File: src/rtl/saf_pkg.sv
package saf_pkg;

  localparam int unsigned SAF_ADDR_W = 16;
  localparam int unsigned SAF_DATA_W = 8;

  // Register offsets
  localparam logic [15:0] SAF_PD_CTRL_A_OFS = 16'h00c8;
  localparam logic [15:0] SAF_PD_CTRL_B_OFS = 16'h00c9;
  localparam logic [15:0] SAF_PD_CTRL_C_OFS = 16'h00ca;
  localparam logic [15:0] SAF_PD_CTRL_D_OFS = 16'h00cb;
  localparam logic [15:0] SAF_IRQ_EN_OFS = 16'h00c7;
  localparam logic [15:0] SAF_STATUS_OFS = 16'h0200;
  localparam logic [15:0] SAF_SPARE_A_OFS = 16'h0201;
  localparam logic [15:0] SAF_SPARE_B_OFS = 16'h0202;
  localparam logic [15:0] SAF_SPARE_C_OFS = 16'h0203;

  // Field positions
  localparam int unsigned SAF_LOCK_LOSS_BIT = 6;
  localparam int unsigned SAF_HOLDOVER_BIT = 4;
  localparam int unsigned SAF_SIG_LOSS1_BIT = 1;
  localparam int unsigned SAF_SIG_LOSS0_BIT = 0;

  // Reset values and reserved-bit read value
  localparam logic [7:0] SAF_STATUS_RST = 8'h00;
  localparam logic [7:0] SAF_IRQ_EN_RST = 8'h00;
  localparam logic [7:0] SAF_RSVD_READ = 8'h00;

  // Loss-of-signal period count
  localparam int unsigned SAF_LOS_CNT_W = 17;
  localparam int unsigned SAF_LOS_CNT_MIN = 3;

  // Alarm sources in one group
  typedef struct packed {
    logic lock_loss;
    logic holdover;
    logic sig_loss_in1;
    logic sig_loss_in0;
  } saf_alarm_s;

  // Host register access
  typedef struct packed {
    logic wr;
    logic rd;
    logic [15:0] addr;
    logic [7:0] wdata;
  } saf_host_req_s;

endpackage : saf_pkg

File: src/rtl/saf_sticky_flags.sv
// Functional notes
// - Each alarm's onset sets its own dedicated status flag.
// - A set flag stays set after its alarm disappears.
// - Only a host write of one to the bit clears the flag.
// - Lock-loss flag is bit 6 of status byte 0200, reset zero.
// - Holdover flag is bit 4 of status byte 0200, reset zero.
// - Signal-loss flags for inputs 1 and 0 at bits 1, 0, reset zero.
// - Host writes zero to reserved bits; their reads are undefined.
// - Enable bits at 00C7 gate each flag onto the low interrupt.
// - Signal loss raised after a programmed period count, minimum three; here the count only drives los_count_bad_o when below three.
`timescale 1ns/1ps
`default_nettype none

module saf_sticky_flags
  import saf_pkg::*;
#(
  parameter int unsigned LOS_CNT_W = SAF_LOS_CNT_W
) (
  input wire logic mclk_i,
  input wire logic resetn_i,
  input wire saf_alarm_s alarm_i,
  input wire saf_host_req_s host_req_i,
  input wire logic [LOS_CNT_W-1:0] missing_ref_period_count_i,
  output logic [7:0] host_rdata_o,
  output logic irq_out_n_o,
  output logic los_count_bad_o
);

  // Elaboration check on the count width
  if (LOS_CNT_W < 2 || LOS_CNT_W > 32) begin : g_bad_cnt_w
    $error("saf_sticky_flags: LOS_CNT_W out of range");
  end

  //////////////////////////////////////////////////////////////////////////////
  // Alarm onset detection
  saf_alarm_s alarm_prev_reg;
  saf_alarm_s alarm_rise;
  logic [3:0] alarm_vec;
  logic [3:0] prev_vec;

  always_ff @(posedge mclk_i or negedge resetn_i) begin
    if (!resetn_i) begin
      alarm_prev_reg <= '0;
    end else begin
      alarm_prev_reg <= alarm_i;
    end
  end

  assign alarm_vec = alarm_i;
  assign prev_vec = alarm_prev_reg;
  assign alarm_rise = alarm_vec & ~prev_vec;

  //////////////////////////////////////////////////////////////////////////////
  // Sticky flags
  logic lock_loss_flag_reg;
  logic holdover_flag_reg;
  logic signal_loss_flag_in1_reg;
  logic signal_loss_flag_in0_reg;
  logic status_wr;
  logic [7:0] w1c;

  assign status_wr = host_req_i.wr && (host_req_i.addr == SAF_STATUS_OFS);
  assign w1c = status_wr ? host_req_i.wdata : 8'h00;

  always_ff @(posedge mclk_i or negedge resetn_i) begin
    if (!resetn_i) begin
      lock_loss_flag_reg <= SAF_STATUS_RST[SAF_LOCK_LOSS_BIT];
      holdover_flag_reg <= SAF_STATUS_RST[SAF_HOLDOVER_BIT];
      signal_loss_flag_in1_reg <= SAF_STATUS_RST[SAF_SIG_LOSS1_BIT];
      signal_loss_flag_in0_reg <= SAF_STATUS_RST[SAF_SIG_LOSS0_BIT];
    end else begin
      // Set wins over clear; held otherwise
      lock_loss_flag_reg <= alarm_rise.lock_loss
        | (lock_loss_flag_reg & ~w1c[SAF_LOCK_LOSS_BIT]);
      holdover_flag_reg <= alarm_rise.holdover
        | (holdover_flag_reg & ~w1c[SAF_HOLDOVER_BIT]);
      signal_loss_flag_in1_reg <= alarm_rise.sig_loss_in1
        | (signal_loss_flag_in1_reg & ~w1c[SAF_SIG_LOSS1_BIT]);
      signal_loss_flag_in0_reg <= alarm_rise.sig_loss_in0
        | (signal_loss_flag_in0_reg & ~w1c[SAF_SIG_LOSS0_BIT]);
    end
  end

  //////////////////////////////////////////////////////////////////////////////
  // Interrupt enables
  logic lock_loss_irq_enable_reg;
  logic holdover_irq_enable_reg;
  logic signal_loss_irq_enable_in1_reg;
  logic signal_loss_irq_enable_in0_reg;
  logic en_wr;

  assign en_wr = host_req_i.wr && (host_req_i.addr == SAF_IRQ_EN_OFS);

  always_ff @(posedge mclk_i or negedge resetn_i) begin
    if (!resetn_i) begin
      lock_loss_irq_enable_reg <= SAF_IRQ_EN_RST[SAF_LOCK_LOSS_BIT];
      holdover_irq_enable_reg <= SAF_IRQ_EN_RST[SAF_HOLDOVER_BIT];
      signal_loss_irq_enable_in1_reg <= SAF_IRQ_EN_RST[SAF_SIG_LOSS1_BIT];
      signal_loss_irq_enable_in0_reg <= SAF_IRQ_EN_RST[SAF_SIG_LOSS0_BIT];
    end else if (en_wr) begin
      lock_loss_irq_enable_reg <= host_req_i.wdata[SAF_LOCK_LOSS_BIT];
      holdover_irq_enable_reg <= host_req_i.wdata[SAF_HOLDOVER_BIT];
      signal_loss_irq_enable_in1_reg <= host_req_i.wdata[SAF_SIG_LOSS1_BIT];
      signal_loss_irq_enable_in0_reg <= host_req_i.wdata[SAF_SIG_LOSS0_BIT];
    end
  end

  //////////////////////////////////////////////////////////////////////////////
  // Interrupt output
  logic irq_any;

  assign irq_any = (lock_loss_flag_reg & lock_loss_irq_enable_reg)
    | (holdover_flag_reg & holdover_irq_enable_reg)
    | (signal_loss_flag_in1_reg & signal_loss_irq_enable_in1_reg)
    | (signal_loss_flag_in0_reg & signal_loss_irq_enable_in0_reg);
  assign irq_out_n_o = ~irq_any;

  //////////////////////////////////////////////////////////////////////////////
  // Loss-of-signal count check
  assign los_count_bad_o = (32'(missing_ref_period_count_i) < SAF_LOS_CNT_MIN);

  //////////////////////////////////////////////////////////////////////////////
  // Read data
  logic [7:0] status_byte;
  logic [7:0] enable_byte;
  logic [7:0] rdata_next;

  always_comb begin
    status_byte = SAF_RSVD_READ;
    status_byte[SAF_LOCK_LOSS_BIT] = lock_loss_flag_reg;
    status_byte[SAF_HOLDOVER_BIT] = holdover_flag_reg;
    status_byte[SAF_SIG_LOSS1_BIT] = signal_loss_flag_in1_reg;
    status_byte[SAF_SIG_LOSS0_BIT] = signal_loss_flag_in0_reg;
    enable_byte = SAF_RSVD_READ;
    enable_byte[SAF_LOCK_LOSS_BIT] = lock_loss_irq_enable_reg;
    enable_byte[SAF_HOLDOVER_BIT] = holdover_irq_enable_reg;
    enable_byte[SAF_SIG_LOSS1_BIT] = signal_loss_irq_enable_in1_reg;
    enable_byte[SAF_SIG_LOSS0_BIT] = signal_loss_irq_enable_in0_reg;
  end

  always_comb begin
    unique case (host_req_i.addr)
      SAF_STATUS_OFS: rdata_next = status_byte;
      SAF_IRQ_EN_OFS: rdata_next = enable_byte;
      default: rdata_next = SAF_RSVD_READ;
    endcase
  end

  always_ff @(posedge mclk_i or negedge resetn_i) begin
    if (!resetn_i) begin
      host_rdata_o <= 8'h00;
    end else if (host_req_i.rd) begin
      host_rdata_o <= rdata_next;
    end
  end

  //////////////////////////////////////////////////////////////////////////////
  // Assertions
  sticky_set_a: assert property (@(posedge mclk_i) disable iff (!resetn_i)
    $rose(alarm_i.lock_loss) |=> lock_loss_flag_reg)
    else $error("lock loss onset did not set flag");

  sticky_hold_a: assert property (@(posedge mclk_i) disable iff (!resetn_i)
    holdover_flag_reg && !(status_wr && host_req_i.wdata[SAF_HOLDOVER_BIT])
    |=> holdover_flag_reg)
    else $error("holdover flag dropped without clear");

  w1c_clear_a: assert property (@(posedge mclk_i) disable iff (!resetn_i)
    status_wr && host_req_i.wdata[SAF_SIG_LOSS0_BIT] && !$rose(alarm_i.sig_loss_in0)
    |=> !signal_loss_flag_in0_reg)
    else $error("write one did not clear input 0 flag");

  lock_pos_a: assert property (@(posedge mclk_i) disable iff (!resetn_i)
    host_req_i.rd && host_req_i.addr == SAF_STATUS_OFS
    |=> host_rdata_o[6] == $past(lock_loss_flag_reg))
    else $error("lock loss flag not at bit 6");

  hold_pos_a: assert property (@(posedge mclk_i) disable iff (!resetn_i)
    host_req_i.rd && host_req_i.addr == SAF_STATUS_OFS
    |=> host_rdata_o[4] == $past(holdover_flag_reg))
    else $error("holdover flag not at bit 4");

  los_pos_a: assert property (@(posedge mclk_i) disable iff (!resetn_i)
    host_req_i.rd && host_req_i.addr == SAF_STATUS_OFS
    |=> host_rdata_o[1:0] == $past({signal_loss_flag_in1_reg,
      signal_loss_flag_in0_reg}))
    else $error("signal loss flags misplaced");

  irq_gate_a: assert property (@(posedge mclk_i) disable iff (!resetn_i)
    !lock_loss_irq_enable_reg && !holdover_irq_enable_reg
    && !signal_loss_irq_enable_in1_reg && !signal_loss_irq_enable_in0_reg
    |-> irq_out_n_o)
    else $error("interrupt asserted with all enables off");

  set_wins_a: assert property (@(posedge mclk_i) disable iff (!resetn_i)
    $rose(alarm_i.holdover) && status_wr && host_req_i.wdata[SAF_HOLDOVER_BIT]
    |=> holdover_flag_reg && (!irq_out_n_o || !holdover_irq_enable_reg))
    else $error("clear beat a simultaneous set");

  count_min_a: assert property (@(posedge mclk_i) disable iff (!resetn_i)
    missing_ref_period_count_i == 2 |-> los_count_bad_o)
    else $error("count two not flagged");

  rsvd_zero_a: assert property (@(posedge mclk_i) disable iff (!resetn_i)
    host_req_i.rd |=> {host_rdata_o[7], host_rdata_o[5], host_rdata_o[3:2]} == 4'h0)
    else $error("reserved bits read nonzero");

  set_c: cover property (@(posedge mclk_i) disable iff (!resetn_i)
    $rose(alarm_i.holdover) ##1 holdover_flag_reg);
  clear_c: cover property (@(posedge mclk_i) disable iff (!resetn_i)
    lock_loss_flag_reg ##1 !lock_loss_flag_reg);
  irq_c: cover property (@(posedge mclk_i) disable iff (!resetn_i)
    $fell(irq_out_n_o));
  race_c: cover property (@(posedge mclk_i) disable iff (!resetn_i)
    $rose(alarm_i.holdover) && status_wr && host_req_i.wdata[SAF_HOLDOVER_BIT]);
  held_c: cover property (@(posedge mclk_i) disable iff (!resetn_i)
    alarm_i.lock_loss && !alarm_rise.lock_loss && status_wr);

endmodule : saf_sticky_flags

`default_nettype wire

File: config.mk
export PLATFORM = sky130hd
export DESIGN_NAME = saf_sticky_flags
export DESIGN_NICKNAME = d
export VERILOG_FILES = /design/src/rtl/saf_pkg.sv /design/src/rtl/saf_sticky_flags.sv
export SDC_FILE = /design/constraint.sdc
export NUM_CORES = 1
export LEC_CHECK = 0
export ABC_AREA = 1
export ABC_CLOCK_PERIOD_IN_PS = 800
export BUFFER_PORTS_ARGS = -buffer_cell sky130_fd_sc_hd__buf_4
export CELL_PAD_IN_SITES_DETAIL_PLACEMENT = 2
export CELL_PAD_IN_SITES_GLOBAL_PLACEMENT = 2
export CORE_ASPECT_RATIO = 0.9
export CORE_MARGIN = 2
export CORE_UTILIZATION = 19
export DETAILED_ROUTE_END_ITERATION = 16
export GPL_ROUTABILITY_DRIVEN = 0
export PLACE_DENSITY_LB_ADDON = 0.1
export SETUP_SLACK_MARGIN = 0.02
export SLEW_MARGIN = 20
export SYNTH_ARGS = -nofsm -noshare
export SYNTH_HDL_FRONTEND = slang
export SYNTH_SLANG_ARGS = --single-unit
File: constraint.sdc
create_clock -name mclk_i -period 0.8 [get_ports mclk_i]
set_input_delay 0.04 -clock mclk_i [delete_from_list [all_inputs] [get_ports mclk_i]]
set_output_delay 0.04 -clock mclk_i [all_outputs]
set_load 0.02 [all_outputs]
=== Yosys cells after proc, flatten, opt, wreduce, memory -nomap -nowiden ===
Index checks and enable logic that the tools add are counted.

* Eq/ne operators: 2
* Reductions and logical operators: 2
* Magnitude comparators: 1
* Muxes and demuxes: 2
* Bitwise gates (word level): 22

{| class="wikitable"
|+ Operators with widths
! cell !! number
|-
| $lt 17x2->1 const B || 1
|-
| $eq 16x10->1 const B || 1
|-
| $eq 16x8->1 const B || 1
|-
| $pmux 7 s2 || 1
|-
| $and 1x1->1 || 8
|-
| $mux 7 || 1
|-
| $or 1x1->1 || 7
|-
| $not 1->1 || 5
|-
| $and 4x4->4 || 1
|-
| $not 4->4 || 1
|-
| $logic_and 1x1->1 || 2
|}

* Logic and storage cells: 42
* Bits of input ports: 49
* Register bits after elaboration: 20
* Output and inout port bits: 10

=== Depth between registers and ports, before layout ===
* Word-level depth: 6
* Depth in mapped cells: 8
* Mapped depth without buffers: 8

=== Least setup slack after synthesis ===
No wires, ideal clock.

* Path type: register -> output
* Start: register signal_loss_flag_in1_reg
* End: output port irq_out_n_o
* Arrival: 1030 ps
* Cell stages (with the launch flop): 4
* Required time: 760 ps
* Buffers on the path: 0
* Path slack: -270 ps
* Cell sequence: dfrtp_1 > nand2_1 > nand2_1 > a221oi_1

* Word-level cells in the longest chain between the ends: 4

{| class="wikitable"
|+ RTL lines
! element !! line !! text
|-
| from (decl) || saf_sticky_flags.sv:57 || <nowiki>logic signal_loss_flag_in1_reg;</nowiki>
|-
| from (signal assigned) || saf_sticky_flags.sv:69 || <nowiki>signal_loss_flag_in1_reg <= SAF_STATUS_RST[SAF_SIG_LOSS1_BIT];</nowiki>
|-
| from (signal assigned) || saf_sticky_flags.sv:77 || <nowiki>signal_loss_flag_in1_reg <= alarm_rise.sig_loss_in1</nowiki>
|-
| $and 1x1->1 || saf_sticky_flags.sv:114 || <nowiki>| (signal_loss_flag_in1_reg & signal_loss_irq_enable_in1_reg)</nowiki>
|-
| $or 1x1->1 || saf_sticky_flags.sv:114 ||
|-
| $or 1x1->1 || saf_sticky_flags.sv:115 || <nowiki>| (signal_loss_flag_in0_reg & signal_loss_irq_enable_in0_reg);</nowiki>
|-
| $not 1->1 || saf_sticky_flags.sv:116 || <nowiki>assign irq_out_n_o = ~irq_any;</nowiki>
|-
| to (decl) || saf_sticky_flags.sv:25 || <nowiki>output logic irq_out_n_o,</nowiki>
|}

Every way passes these cells.

=== Worst setup path after layout ===
Same ends and word-level chain as after synthesis.

==> results.toml <==
[critical_path]
crit_path_end_kind = "output pin"
slowest_delay_ns = 0.40
cp_common_cell = "nand2_2"
path_max_fanout = 2
cp_num_buf_inv = 1
worstPathArrival_ns = 1.16
r2r-start = "signal_loss_flag_in0_reg$_DFF_PN0_"
r2r_slack_ns = -0.13
cp-endpoint = "irq_out_n_o"
r2r_end = "host_rdata_o[0]$_DFFE_PN0P_"
setup.worst_path.start_class = "flip-flop"
crit_start = "signal_loss_flag_in1_reg$_DFF_PN0_"
critPathTopFamily = "flip-flops"
rr_worst_depth = 6
crit_slowest_cell = "dfrtp_1"
critPathKind = "reg2out"
path_depth = 4
crit_chain = "nand2_2 > nand2_2 > a221oi_2 > buf_4"
required_ns = 0.76

[synthesis]
async_flop_share_pct = 100
synth_edf_count = 0
ys_seq_elements = 16
synth_cell_types = 19
yosys-top-cells-count = "nand2_1, dfrtp_1, inv_1"
synth_xor_area_share_pct = 0
netlist_top_cells_area = "dfrtp_1, nand2_1, inv_1"
muxShareOfSynthArea_pct = 0
synth_top_cell_area_share_pct = 41.0
yosysWarnings = 0
synth-main-ff-cell = "dfrtp_1"
avgSynthCellArea_sq_um = 7.57
synth_area_sq_um = 976
ys_seq_area_share_pct = 41.0
netlist_instances = 129
synth-simple-area-share_pct = 47.2
synth_fa_ha_area_share_pct = 0
yosysMostFrequentCell = "nand2_1"
synth_top_family_by_area = "simple AND/OR/NAND/NOR gates"
synth-compound-area-share_pct = 3.33
yosysTopAreaCell = "dfrtp_1"

[clocking]
cts_tree = "yes"
htreeDepth = 1
cts.sinks = 16
cts_buffers = 3
cts.path.max_buffers = 2
root_buffer = "clkbuf_8"
clk_latency_ns = 0.26
clk_pin_slew_ns = 0.07

[routing]
drc = 0
wl_mm = 3.54
antenna_left = 0
drt_pass1_iterations = 4
drt_iter0_markers = 15
vias = 1123
wl_per_cell_um = 13.2
via_per_inst = 4.17

[timing]
finalHoldViolCount = 0
setup_viol = 12
rsz0062_at_grt = "yes"
clock_skew_ns = 0.00166
finalSetupTns_ns = -0.920
maxSlewViolCount = 0
fin_ws_ns = -0.398
max_freq_ghz = 0.835
period_share_pct = 150
min_period_ns = 1.20

[flow_run]
max_cap_viol_count = 0

[worst_hold_path]
min_from = "host_req_i[24]"
hold_class = "in2reg"

[placement]
dp.cells = 252
dp_worst_setup_slack_ns = -0.192
place.port_buffers = 50
dp_hpwl_mm = 2.88

[cells_and_area]
nets = 254
final_util_pct = 36.7
post_route_cells_drive_above_1_share_pct = 54.4
antenna_cells = 0
fin_cells = 269
synthToLayoutAreaGrowth_pct = 84.0

[grt]
grt_pass1_wl_mm = 5.98
gr-usage-met2_pct = 26.5
grtUsageMet3_pct = 2.74
grt_overflow = 0
grt_antenna_before_repair = 0
busiest_layer = "met2"
grt_pass1_vias = 1257
grt_use_total_pct = 13.6
grt_max_degree = 17
grt_use_met1_pct = 14.9

[power_and_ir_drop]
irDropWorstVdd_uv = 457
seqPwrFrac_pct = 42.6
p_clk_share_pct = 39.1
p_int_uw = 1450
p_switching_uw = 478
swShare_pct = 24.8
power.density_nw_per_um2 = 1070
p_leak_uw = 0.000907
combPwrFrac_pct = 18.3

[die]
row_count = 24
io_pins = 59
start_util_pct = 19.9
die_h_um = 72.0
die_area_sq_um = 5730
die_w_um = 79.5
core_sq_um = 4890

[status]
status = "finished, violations left"
violations = "setup timing"
[worst min path at each step]
stage                                              to  slack, ns  depth (start not counted)
after global placement    host_rdata_o[6]$_DFFE_PN0P_      -0.08                          1
after global routing      host_rdata_o[4]$_DFFE_PN0P_       0.04                          3
final                     host_rdata_o[6]$_DFFE_PN0P_       0.03                          3
after floorplan           alarm_prev_reg[0]$_DFF_PN0_      -0.26                          0
after CTS                 host_rdata_o[0]$_DFFE_PN0P_       0.02                          3
after detailed placement  host_rdata_o[4]$_DFFE_PN0P_      -0.08                          1
[power by group through the flow]
stage	registers, uW	logic (uW)	clock network [uW]
global route	823	393	820
detailed placement	838	326	0
global placement	837	314	0
finish	822	353	753
CTS	822	352	774
floorplan	837	110	0
[worst reg2reg max path, stage by stage (launching register included)]
cell and delay (ns):
dfrtp_1 0.38, buf_4 0.13, buf_6 0.11, nand3_2 0.06, nand2_1 0.05, nand2_1 0.05, nand2_1 0.04
[kinds of logic after synthesis]
kind of cell / Yosys count
and+or+nand+nor: 90
buffers and inverters: 17
other: 1
DFF: 16
AOI/OAI and AO/OA: 5
[per-stage QoR]
| stage | total power (uW) | hold WS (ns) | area, sq um |
|---|---|---|---|
| after detailed placement | 1160 | -0.0782 | 1490 |
| after global placement | 1150 | -0.0848 | 1490 |
| after floorplan | 947 | -0.256 | 998 |
| after CTS | 1950 | 0.0232 | 1680 |
| after global routing | 2040 | 0.0407 | 1800 |
| final | 1930 | 0.0276 | 1800 |
[metal layers]
layer  routed length (um)  vias to the layer above
met2                 2010                       37
met3                  182                        5
met5                    0                        -
met1                 1320                      534
li1                     -                      547
met4                   37                        0
[timing repair]
action	CTS	global route
pin swaps	7	9
hold buffers	5	0
setup endpoints to repair	11	18
hold endpoints to repair	21	0
gates resized for setup	16	22
setup buffers	3	8
[area by class of cell]
type	count	area (sq um)
clock buffer	4	55.1
fill	563	3100
inverter	13	48.8
multi-input combinational	99	601
sequential	16	400
tap	65	81.3
timing repair buffer	72	609
[layout by cell type (no fill, tap or decap), drive strengths merged]
cell,Yosys,layout
dfrtp,16,16
nor2,23,23
clkbuf,0,4
buf,4,67
nand3,10,10
o21ai,4,4
dlygate4sd3,0,5
inv,13,13
conb,1,4
or3,1,1
nand4,5,5
nor3,1,1
nand2,50,50
a221oi,1,1
(Power assumes the default switching activity.)
